`src/common/fes_pkg.sv`:
```
// Shared constants for the framer event status flag block
package fes_pkg;

	// ==========================================
	// Device organisation
	localparam int FES_NUM_FRAMERS = 4;
	localparam int FES_REG_W = 8;

	// ==========================================
	// Register map of the parallel control port
	localparam logic [7:0] FES_RX_EVENT_OFFSET = 8'h22;
	localparam logic [7:0] FES_REG_RESET = 8'h00;

	// ==========================================
	// Bit positions of receive_event_flags
	localparam int FES_BIT_ALIGN_CHANGE = 7;
	localparam int FES_BIT_EIGHT_ZERO = 6;
	localparam int FES_BIT_SIXTEEN_ZERO = 5;
	localparam int FES_BIT_STORE_FULL = 4;
	localparam int FES_BIT_STORE_EMPTY = 3;
	localparam int FES_BIT_SEVERE_FRAMING = 2;
	localparam int FES_BIT_B8ZS_SEEN = 1;
	localparam int FES_BIT_FRAMING_ERROR = 0;

	// ==========================================
	// Bit positions inside one framer's pair of summary bits
	localparam int FES_SUM_FIRST = 0;
	localparam int FES_SUM_SECOND = 1;

	// ==========================================
	// Detection thresholds
	localparam int FES_ZERO_SHORT = 8;
	localparam int FES_ZERO_LONG = 16;
	localparam int FES_SEVERE_WINDOW = 6;
	localparam int FES_SEVERE_LIMIT = 2;
	localparam int FES_ALIGN_W = 8;

endpackage

```
`src/fes_zero_run.sv`:
```
// Consecutive zero run detector for one receive line
`timescale 1ns/1ns
module fes_zero_run
	import fes_pkg::*;
#(
	parameter int SHORT_RUN = FES_ZERO_SHORT,
	parameter int LONG_RUN = FES_ZERO_LONG
)
(
	input wire logic clk,
	input wire logic rst,
	input wire logic bit_stb,
	input wire logic line_pos,
	input wire logic line_neg,
	output logic short_evt,
	output logic long_evt
);

	localparam int CNT_W = $clog2(LONG_RUN + 1);
	localparam logic [CNT_W-1:0] SHORT_CNT = CNT_W'(SHORT_RUN);
	localparam logic [CNT_W-1:0] LONG_CNT = CNT_W'(LONG_RUN);
	localparam logic [CNT_W-1:0] ONE_CNT = CNT_W'(1);

	logic [CNT_W-1:0] run_r;
	logic [CNT_W-1:0] run_nxt;
	logic is_zero;

	// ==========================================
	// Run length, saturating so long runs keep reporting
	always_comb
	begin
		is_zero = ~line_pos & ~line_neg;
		run_nxt = run_r;
		if (bit_stb)
		begin
			if (!is_zero)
				run_nxt = '0;
			else if (run_r != LONG_CNT)
				run_nxt = run_r + ONE_CNT;
		end
		// Fires on every zero while the run is long enough, so a flag cleared mid-run sets again
		short_evt = bit_stb & is_zero & (run_nxt >= SHORT_CNT);
		long_evt = bit_stb & is_zero & (run_nxt >= LONG_CNT);
	end

	always_ff @(posedge clk)
	begin
		if (rst)
			run_r <= '0;
		else
			run_r <= run_nxt;
	end

endmodule

```
`src/fes_status_top.sv`:
```
// Receive event flags and interrupt summary for four framers
`timescale 1ns/1ns
module fes_status_top
	import fes_pkg::*;
#(
	parameter int NUM_FRAMERS = FES_NUM_FRAMERS,
	parameter int ALIGN_W = FES_ALIGN_W
)
(
	input wire logic SYS_CLK,
	input wire logic RESET,
	input wire logic [1:0] FRAMER_SEL,
	input wire logic [7:0] ADDR,
	input wire logic WR_STB,
	input wire logic RD_STB,
	input wire logic [7:0] WR_DATA,
	output logic [7:0] RD_DATA,
	output logic RD_VALID,
	input wire logic [NUM_FRAMERS-1:0] RX_BIT_STB,
	input wire logic [NUM_FRAMERS-1:0] RX_LINE_POSITIVE,
	input wire logic [NUM_FRAMERS-1:0] RX_LINE_NEGATIVE,
	input wire logic [NUM_FRAMERS-1:0] RX_B8ZS_SEEN,
	input wire logic [NUM_FRAMERS-1:0] RX_STORE_OVERFLOW,
	input wire logic [NUM_FRAMERS-1:0] RX_STORE_UNDERFLOW,
	input wire logic [NUM_FRAMERS-1:0] RX_FRAMING_BIT_STB,
	input wire logic [NUM_FRAMERS-1:0] RX_FRAMING_BIT_ERR,
	input wire logic [NUM_FRAMERS-1:0] RX_RESYNC_DONE,
	input wire logic [NUM_FRAMERS*ALIGN_W-1:0] RX_ALIGN_POS,
	input wire logic [NUM_FRAMERS-1:0] FIRST_STATUS_ACTIVE,
	input wire logic [NUM_FRAMERS-1:0] SECOND_STATUS_ACTIVE,
	output logic [2*NUM_FRAMERS-1:0] FRAMER_INTERRUPT_SUMMARY,
	output logic INT_N
);

	localparam int SUM_W = 2 * NUM_FRAMERS;
	localparam logic [2:0] SEVERE_LIMIT = 3'(FES_SEVERE_LIMIT);

	// ==========================================
	// Per-framer state, one element per framer
	logic [FES_REG_W-1:0] flags_r [NUM_FRAMERS];
	logic [FES_REG_W-1:0] flags_nxt [NUM_FRAMERS];
	logic [FES_REG_W-1:0] hold_r [NUM_FRAMERS];
	logic [FES_REG_W-1:0] hold_nxt [NUM_FRAMERS];
	logic [FES_SEVERE_WINDOW-1:0] hist_r [NUM_FRAMERS];
	logic [FES_SEVERE_WINDOW-1:0] hist_nxt [NUM_FRAMERS];
	logic [ALIGN_W-1:0] align_r [NUM_FRAMERS];
	logic [ALIGN_W-1:0] align_nxt [NUM_FRAMERS];
	logic align_valid_r [NUM_FRAMERS];
	logic align_valid_nxt [NUM_FRAMERS];
	logic [FES_REG_W-1:0] event_vec [NUM_FRAMERS];
	logic [NUM_FRAMERS-1:0] zero8_evt;
	logic [NUM_FRAMERS-1:0] zero16_evt;

	// ==========================================
	// Port and summary state
	logic [7:0] rd_data_r;
	logic [7:0] rd_data_nxt;
	logic rd_valid_r;
	logic rd_valid_nxt;
	logic [SUM_W-1:0] summary_r;
	logic [SUM_W-1:0] summary_nxt;
	logic int_n_r;
	logic int_n_nxt;
	logic [SUM_W-1:0] summary_live;

	genvar f;
	generate
		for (f = 0; f < NUM_FRAMERS; f++)
		begin : g_framer
			logic wr_hit;
			logic [2:0] err_count;
			logic [ALIGN_W-1:0] new_align;

			// Zero run watch on this framer's line
			fes_zero_run #(
				.SHORT_RUN(FES_ZERO_SHORT),
				.LONG_RUN(FES_ZERO_LONG)
			) u_zero_run (
				.clk(SYS_CLK),
				.rst(RESET),
				.bit_stb(RX_BIT_STB[f]),
				.line_pos(RX_LINE_POSITIVE[f]),
				.line_neg(RX_LINE_NEGATIVE[f]),
				.short_evt(zero8_evt[f]),
				.long_evt(zero16_evt[f])
			);

			// Event detection and the flag update for this framer
			always_comb
			begin
				wr_hit = WR_STB && (ADDR == FES_RX_EVENT_OFFSET) && (FRAMER_SEL == 2'(f));
				new_align = RX_ALIGN_POS[f*ALIGN_W +: ALIGN_W];
				hist_nxt[f] = hist_r[f];
				if (RX_FRAMING_BIT_STB[f])
					hist_nxt[f] = {hist_r[f][FES_SEVERE_WINDOW-2:0], RX_FRAMING_BIT_ERR[f]};
				err_count = '0;
				for (int i = 0; i < FES_SEVERE_WINDOW; i++)
					err_count = err_count + {2'b00, hist_nxt[f][i]};
				align_nxt[f] = align_r[f];
				align_valid_nxt[f] = align_valid_r[f];
				if (RX_RESYNC_DONE[f])
				begin
					align_nxt[f] = new_align;
					align_valid_nxt[f] = 1'b1;
				end
				event_vec[f] = '0;
				// First resync after reset has nothing to compare against
				event_vec[f][FES_BIT_ALIGN_CHANGE] = RX_RESYNC_DONE[f] && align_valid_r[f]
					&& (new_align != align_r[f]);
				event_vec[f][FES_BIT_EIGHT_ZERO] = zero8_evt[f];
				event_vec[f][FES_BIT_SIXTEEN_ZERO] = zero16_evt[f];
				event_vec[f][FES_BIT_STORE_FULL] = RX_STORE_OVERFLOW[f];
				event_vec[f][FES_BIT_STORE_EMPTY] = RX_STORE_UNDERFLOW[f];
				event_vec[f][FES_BIT_SEVERE_FRAMING] = RX_FRAMING_BIT_STB[f]
					&& (err_count >= SEVERE_LIMIT);
				event_vec[f][FES_BIT_B8ZS_SEEN] = RX_B8ZS_SEEN[f];
				event_vec[f][FES_BIT_FRAMING_ERROR] = RX_FRAMING_BIT_STB[f] && RX_FRAMING_BIT_ERR[f];
				// Masked write captures and clears only chosen bits; a new event wins over the clear
				hold_nxt[f] = hold_r[f];
				flags_nxt[f] = flags_r[f] | event_vec[f];
				if (wr_hit)
				begin
					hold_nxt[f] = (hold_r[f] & ~WR_DATA) | (flags_r[f] & WR_DATA);
					flags_nxt[f] = (flags_r[f] & ~WR_DATA) | event_vec[f];
				end
			end

			always_ff @(posedge SYS_CLK)
			begin
				if (RESET)
				begin
					flags_r[f] <= FES_REG_RESET;
					hold_r[f] <= FES_REG_RESET;
					hist_r[f] <= '0;
					align_r[f] <= '0;
					align_valid_r[f] <= 1'b0;
				end
				else
				begin
					flags_r[f] <= flags_nxt[f];
					hold_r[f] <= hold_nxt[f];
					hist_r[f] <= hist_nxt[f];
					align_r[f] <= align_nxt[f];
					align_valid_r[f] <= align_valid_nxt[f];
				end
			end

			// Two summary bits per framer, second above first
			assign summary_live[2*f+FES_SUM_FIRST] = FIRST_STATUS_ACTIVE[f];
			assign summary_live[2*f+FES_SUM_SECOND] = SECOND_STATUS_ACTIVE[f];
		end
	endgenerate

	// ==========================================
	// Read path, summary and shared interrupt
	always_comb
	begin
		summary_nxt = summary_live;
		// Any pending status event of any framer pulls the shared line low
		int_n_nxt = ~(|summary_live);
		rd_valid_nxt = RD_STB;
		rd_data_nxt = rd_data_r;
		if (RD_STB)
		begin
			if (ADDR == FES_RX_EVENT_OFFSET)
				rd_data_nxt = hold_r[FRAMER_SEL];
			else
				rd_data_nxt = 8'(summary_r);
		end
	end

	always_ff @(posedge SYS_CLK)
	begin
		if (RESET)
		begin
			rd_data_r <= FES_REG_RESET;
			rd_valid_r <= 1'b0;
			summary_r <= '0;
			int_n_r <= 1'b1;
		end
		else
		begin
			rd_data_r <= rd_data_nxt;
			rd_valid_r <= rd_valid_nxt;
			summary_r <= summary_nxt;
			int_n_r <= int_n_nxt;
		end
	end

	assign RD_DATA = rd_data_r;
	assign RD_VALID = rd_valid_r;
	assign FRAMER_INTERRUPT_SUMMARY = summary_r;
	assign INT_N = int_n_r;

endmodule

```
`config.mk`:
```
export PLATFORM = sky130hd
export DESIGN_NAME = fes_status_top
export DESIGN_NICKNAME = d
export VERILOG_FILES = /design/src/common/fes_pkg.sv /design/src/fes_zero_run.sv /design/src/fes_status_top.sv
export SDC_FILE = /design/constraint.sdc
export NUM_CORES = 1
export LEC_CHECK = 0
export ABC_AREA = 1
export BUFFER_PORTS_ARGS = -buffer_cell sky130_fd_sc_hd__buf_2
export CAP_MARGIN = 20
export CELL_PAD_IN_SITES_DETAIL_PLACEMENT = 1
export CELL_PAD_IN_SITES_GLOBAL_PLACEMENT = 1
export CORE_AREA = 3 3 146 148
export CTS_CLUSTER_SIZE = 16
export DETAILED_ROUTE_END_ITERATION = 8
export DIE_AREA = 0 0 149 151
export HOLD_SLACK_MARGIN = 0.15
export PLACE_DENSITY_LB_ADDON = 0.25
export SKIP_LAST_GASP = 1
export SYNTH_ARGS = -nofsm -noshare
export SYNTH_HDL_FRONTEND = slang
export SYNTH_SLANG_ARGS = --single-unit
```
`constraint.sdc`:
```
create_clock -name SYS_CLK -period 2.9 [get_ports SYS_CLK]
set_clock_uncertainty 0.2 [all_clocks]
set_input_delay 0.435 -clock SYS_CLK [delete_from_list [all_inputs] [get_ports SYS_CLK]]
set_output_delay 0.435 -clock SYS_CLK [all_outputs]
set_load 0.01 [all_outputs]
```
# Word-level counts from Yosys, hierarchy flattened
# Memory sizes are Yosys's and may differ from the RTL's.
# Cells that the tools add are included.
[totals]
reg_bits = 38
ramBits = 124
out_inout_bits = 18
word_cells = 210
n_memories = 5
[op_classes]
add_sub_neg = 24
order_cmp = 12
n_eq_ne = 12
muxes = 56
bitwise = 70
reduce_logical = 23
[mem_list]
columns = ["memory", "words", "word_bits", "rd", "rd_ports_with_merged_regs", "write_ports", "line", "source"]
rows = [
  ["align_r", 4, 8, 4, 0, 4, "fes_status_top.sv:46", "logic [ALIGN_W-1:0] align_r [NUM_FRAMERS];"],
  ["flags_r", 4, 8, 4, 0, 4, "fes_status_top.sv:40", "logic [FES_REG_W-1:0] flags_r [NUM_FRAMERS];"],
  ["hold_r", 4, 8, 5, 0, 4, "fes_status_top.sv:42", "logic [FES_REG_W-1:0] hold_r [NUM_FRAMERS];"],
  ["hist_r", 4, 6, 4, 0, 4, "fes_status_top.sv:44", "logic [FES_SEVERE_WINDOW-1:0] hist_r [NUM_FRAMERS];"],
  ["align_valid_r", 4, 1, 4, 0, 4, "fes_status_top.sv:48", "logic align_valid_r [NUM_FRAMERS];"],
]
[op_table]
columns = ["operator", "n"]
rows = [
  ["two-way mux 8 bit", 25],
  ["AND 8 bit", 12],
  ["bitwise OR 8 bit", 12],
  ["two-way mux 5 bit", 12],
  ["two-way mux 6 bit", 8],
  ["adder 3 x 1 -> 3 bit", 12],
  ["inequality test 8 bit", 4],
  ["logical AND 1 bit", 21],
  ["adder 5 x 1 -> 5 bit, second input constant", 4],
  ["greater-or-equal comparator 5 x 4 -> 1 bit, second input constant", 4],
  ["greater-or-equal comparator 5 bit, second input constant", 4],
  ["inequality test 5 bit, second input constant", 4],
  ["bitwise OR 1 bit", 20],
  ["AND 1 bit", 16],
  ["adder 2 x 1 -> 3 bit", 4],
  ["greater-or-equal comparator 3 x 2 -> 1 bit, second input constant", 4],
  ["two-way mux 1 bit", 11],
  ["inverter 1 bit", 9],
  ["adder 1 x 1 -> 2 bit", 4],
  ["equality test 8 x 6 -> 1 bit, second input constant", 1],
  ["inverter 8 bit", 1],
  ["OR reduction 8 bit", 1],
  ["equality test 2 bit, second input constant", 2],
  ["equality test 2 x 1 -> 1 bit, second input constant", 1],
  ["logical NOT 2 bit", 1],
]

# Longest topological paths before layout
[depth]
depth_word = 11
ltp_mapped = 12
depth_no_buf = 11

# Hierarchy
# Synthesis repeated with hierarchy kept, for this count alone.
[hier_totals]
cells_unflattened = 1141
area_unflattened_um2 = 8056.5
[modules_own_cells]
columns = ["module", "instances", "cells_per_inst", "area_each_um2", "seq_area_each_um2"]
rows = [
  ["fes_status_top", 1, 929, 6693.9, 2842.7],
  ["fes_zero_run (g_framer[0].u_zero_run ...)", 3, 54, 334.1, 100.1],
  ["fes_zero_run (g_framer[3].u_zero_run)", 1, 50, 360.3, 100.1],
]

# Worst setup path before layout
# Ideal clock, no wire load.
[synth_path]
path_type = "input-to-reg"
from = "input port RX_FRAMING_BIT_STB[1]"
to = "memory flags_r[1][2]"
setup_time_ps = 132
arrival_time_ps = 2853
required_time_ps = 2568
setup_slack_ps = -285
stages = 12
n_path_buf = 1
path_cell_list = "clkbuf_1 inv_1 nand2_1 nand2_1 fa_1 inv_1 fa_1 or2_2 fa_1 nand2_1 nand2_1 a21oi_1"
[synth_lines]
columns = ["item", "line", "source"]
rows = [
  ["start: declaration", "fes_status_top.sv:25", "input wire logic [NUM_FRAMERS-1:0] RX_FRAMING_BIT_STB,"],
  ["end: declaration", "fes_status_top.sv:40", ""],
]

==> flow_summary.yaml <==
status:
  status: "complete, no violations"
worst_hold_path:
  min_from: "RX_RESYNC_DONE[2]"
  hp-class: "in -> reg"
synthesis:
  yosysTopAreaCellShare_pct: 43.9
  ys_seq_area_share_pct: 43.9
  syn_area_per_cell_sq_um: 7.14
  synth_most_common_cell: "nand2_1"
  synth-edff-count: 0
  synth_nets: 1152
  ys.flop_type: "dfxtp_1"
  async_reset_ff_share_pct: 0
  yosysUniqueCellTypes: 25
  synth_seq_cells: 162
  synthesis.area_sq_um: 7390
  synthTopCellsByCount: "259 x nand2_1, 179 x nor2_1, 162 x dfxtp_1"
  synth_top_cell_by_area: "dfxtp_1"
  yosys-top-cells-area: "dfxtp_1 44%, nand2_1 13%, nor2_1 9.1%"
  netlist_instances: 1034
  yosysWarnings: 0
global_routing:
  busiest_layer: "met2"
  grt_pass1_wl_um: 35600
  antenna_found_initial: 0
  grt_pass1_vias: 7544
  grt_use_met3_pct: 3.80
  grtUsageTotal_pct: 19.7
  grt_max_degree: 42
  use_met1_pct: 23.3
  globalRouteOverflowTotal: 0
  use_met2_pct: 35.9
timing:
  min_period_ns: 2.73
  worst_slew_pin_slew_ns: 0.673
  setup_viol: 0
  drv_slew: 0
  fin_setup_tns_ns: 0
  hold_viol: 0
  fmax_ghz: 0.367
  fin_hold_ws_ns: 0.171
  fin_crit_sh_pct: 94.0
  grt_setup_unrepaired: "no"
  relSlewSlack_pct: 55.1
floorplan:
  start_util_pct: 36.6
  die_w_um: 149
  ioPinCount: 116
  die_h_um: 151
  fp.dieArea_sq_um: 22500
  core_area_sq_um: 20200
  rows: 52
layout:
  area_growth_pct: 30.2
  fin_nets: 1338
  fin_util_pct: 47.7
  antenna_cells: 0
  layout-drive-gt1-share_pct: 15.6
  fin_cells: 1503
  fin_area_sq_um: 9620
power:
  ir_drop_mv: 0.403
  power.density_nw_per_um2: 534
  p_leak_nw: 4.40
clock_tree:
  cts_buffer_depth: 2
  cts_tree: "yes"
  htreeDepth: 4
  cts_root_buf: "clkbuf_16"
  numCtsBuffers: 17
  post-cts-setup-buffers: 0
  clk_latency_ns: 0.42
  clock_sinks: 162
  clkSlewWorstSetupHoldPaths_ns: 0.06
routing:
  drtAntennaViolNets: 0
  drc: 0
  vias_per_cell: 4.77
  drtPass1Iterations: 4
  avgRoutedWirePerCell_um: 14.4
  drt_iter0_drc: 260
  vias: 7176
  finalWirelength_um: 21700
placed_design:
  dpl_cell_area_sq_um: 8350
  post-dp-hpwl_um: 14600
  port_buffers: 115
  dp_cells: 1403
  place.gp.congestion: 0.788
critical_path:
  slowest_stage: "fa_1"
  startpoint_type: "register"
  arrival_ns: 2.82
  path_cells: "nand2_1 -> nand2_1 -> fa_1 -> inv_1 -> fa_1 -> or2_4 -> fa_1 -> nand2_1 -> nand2_1 -> a21oi_1"
  rr_startpoint: "hist_r[2][0]"
  crit_path_frequent_cell: "nand2_1"
  max_stage_delay_ns: 0.50
  cp_max_fo: 2
  critPathKind: "reg -> reg"
  cp-startpoint: "hist_r[2][0]"
  required_ns: 2.99
  crit_path_end_kind: "register"
run:
  drv_cap: 0
==> where the power goes <==
group	internal, mW	total (mW)	switching, mW	leakage [nW]
logic	0.241	0.529	0.288	2.79
clock network	1.31	2.25	0.937	0.281
registers	2.31	2.36	0.0518	1.33
total	3.86	5.14	1.28	4.40
==> worst paths after layout <==
kind                   end  slack (ns)  cells after the start
max          flags_r[2][2]        0.17                     10
min          align_r[2][3]        0.17                      2
max reg2reg  flags_r[2][2]        0.17                     10
min reg2reg  flags_r[1][0]        0.26                      2
==> per-stage QoR <==
step	power [mW]	setup WS, ns
2_1_floorplan	2.66	-0.000501
3_3_place_gp	2.85	-0.0864
3_5_place_dp	2.87	-0.120
4_1_cts	5.19	0.175
5_1_grt	5.37	0.0255
6_report	5.14	0.174
==> worst max-delay path, delay by kind of cell (launching register included) <==
| kind | cells | cell delay, ns |
|---|---|---|
| simple gates | 5 | 0.54 |
| fa+ha+maj | 3 | 1.42 |
| flops | 1 | 0.32 |
| buf+inv | 1 | 0.05 |
| compound gates | 1 | 0.06 |
==> final cells by class <==
class	instances	area, sq um
Inverter	112	420
Clock inverter	13	136
Tap cell	270	338
Multi-Input combinational cell	721	3570
Sequential cell	162	3240
Clock buffer	19	453
Timing Repair Buffer	206	1450
Fill cell	2594	10600
==> layout by cell type (no fill, tap or decap) <==
cell and n:
a21oi_1 91, xnor2_1 21, nor2_4 2, nand3b_1 2
o21ai_0 49, or2_2 6, clkinv_1 1, buf_4 21
fa_1 12, clkbuf_8 2, buf_12 2, dlygate4sd3_1 68
clkinvlp_4 4, nand4_1 46, a31oi_1 2, nor2_1 179
mux2i_1 10, nand3_1 17, nand2_2 1, dfxtp_1 162
or2_4 4, ha_1 8, clkbuf_16 17, nand2_1 259
xor2_1 2, buf_2 115, clkinv_4 3, bufinv_16 2
nor2_2 2, clkinv_2 4, o2111ai_1 8, inv_2 7
inv_1 104
==> kinds of logic (layout without fill, tap and decap cells) <==
group	after synthesis	in the layout	synth area share [%]
XOR/XNOR	23	23	2.73
AND/OR/NAND/NOR	518	518	28.9
multiplexers	10	10	1.36
AO/OA/AOI/OAI	150	150	10.6
flip-flops	162	162	43.9
buffers and inverters	151	350	7.89
adder cells (fa/ha/maj)	20	20	4.61
==> layer usage <==
metal | part of all wire, % | routed length, um
met5 | 0 | 0
met2 | 50 | 10900
met4 | 1.7 | 367
met3 | 3.1 | 679
met1 | 45 | 9770
==> timing repair <==
action                                 4_1_cts  5_1_grt
resized for setup                            0        0
hold buffers                                68        0
endpoints found under the hold margin       69        0
No activity file was read; power rests on OpenSTA's default activity.
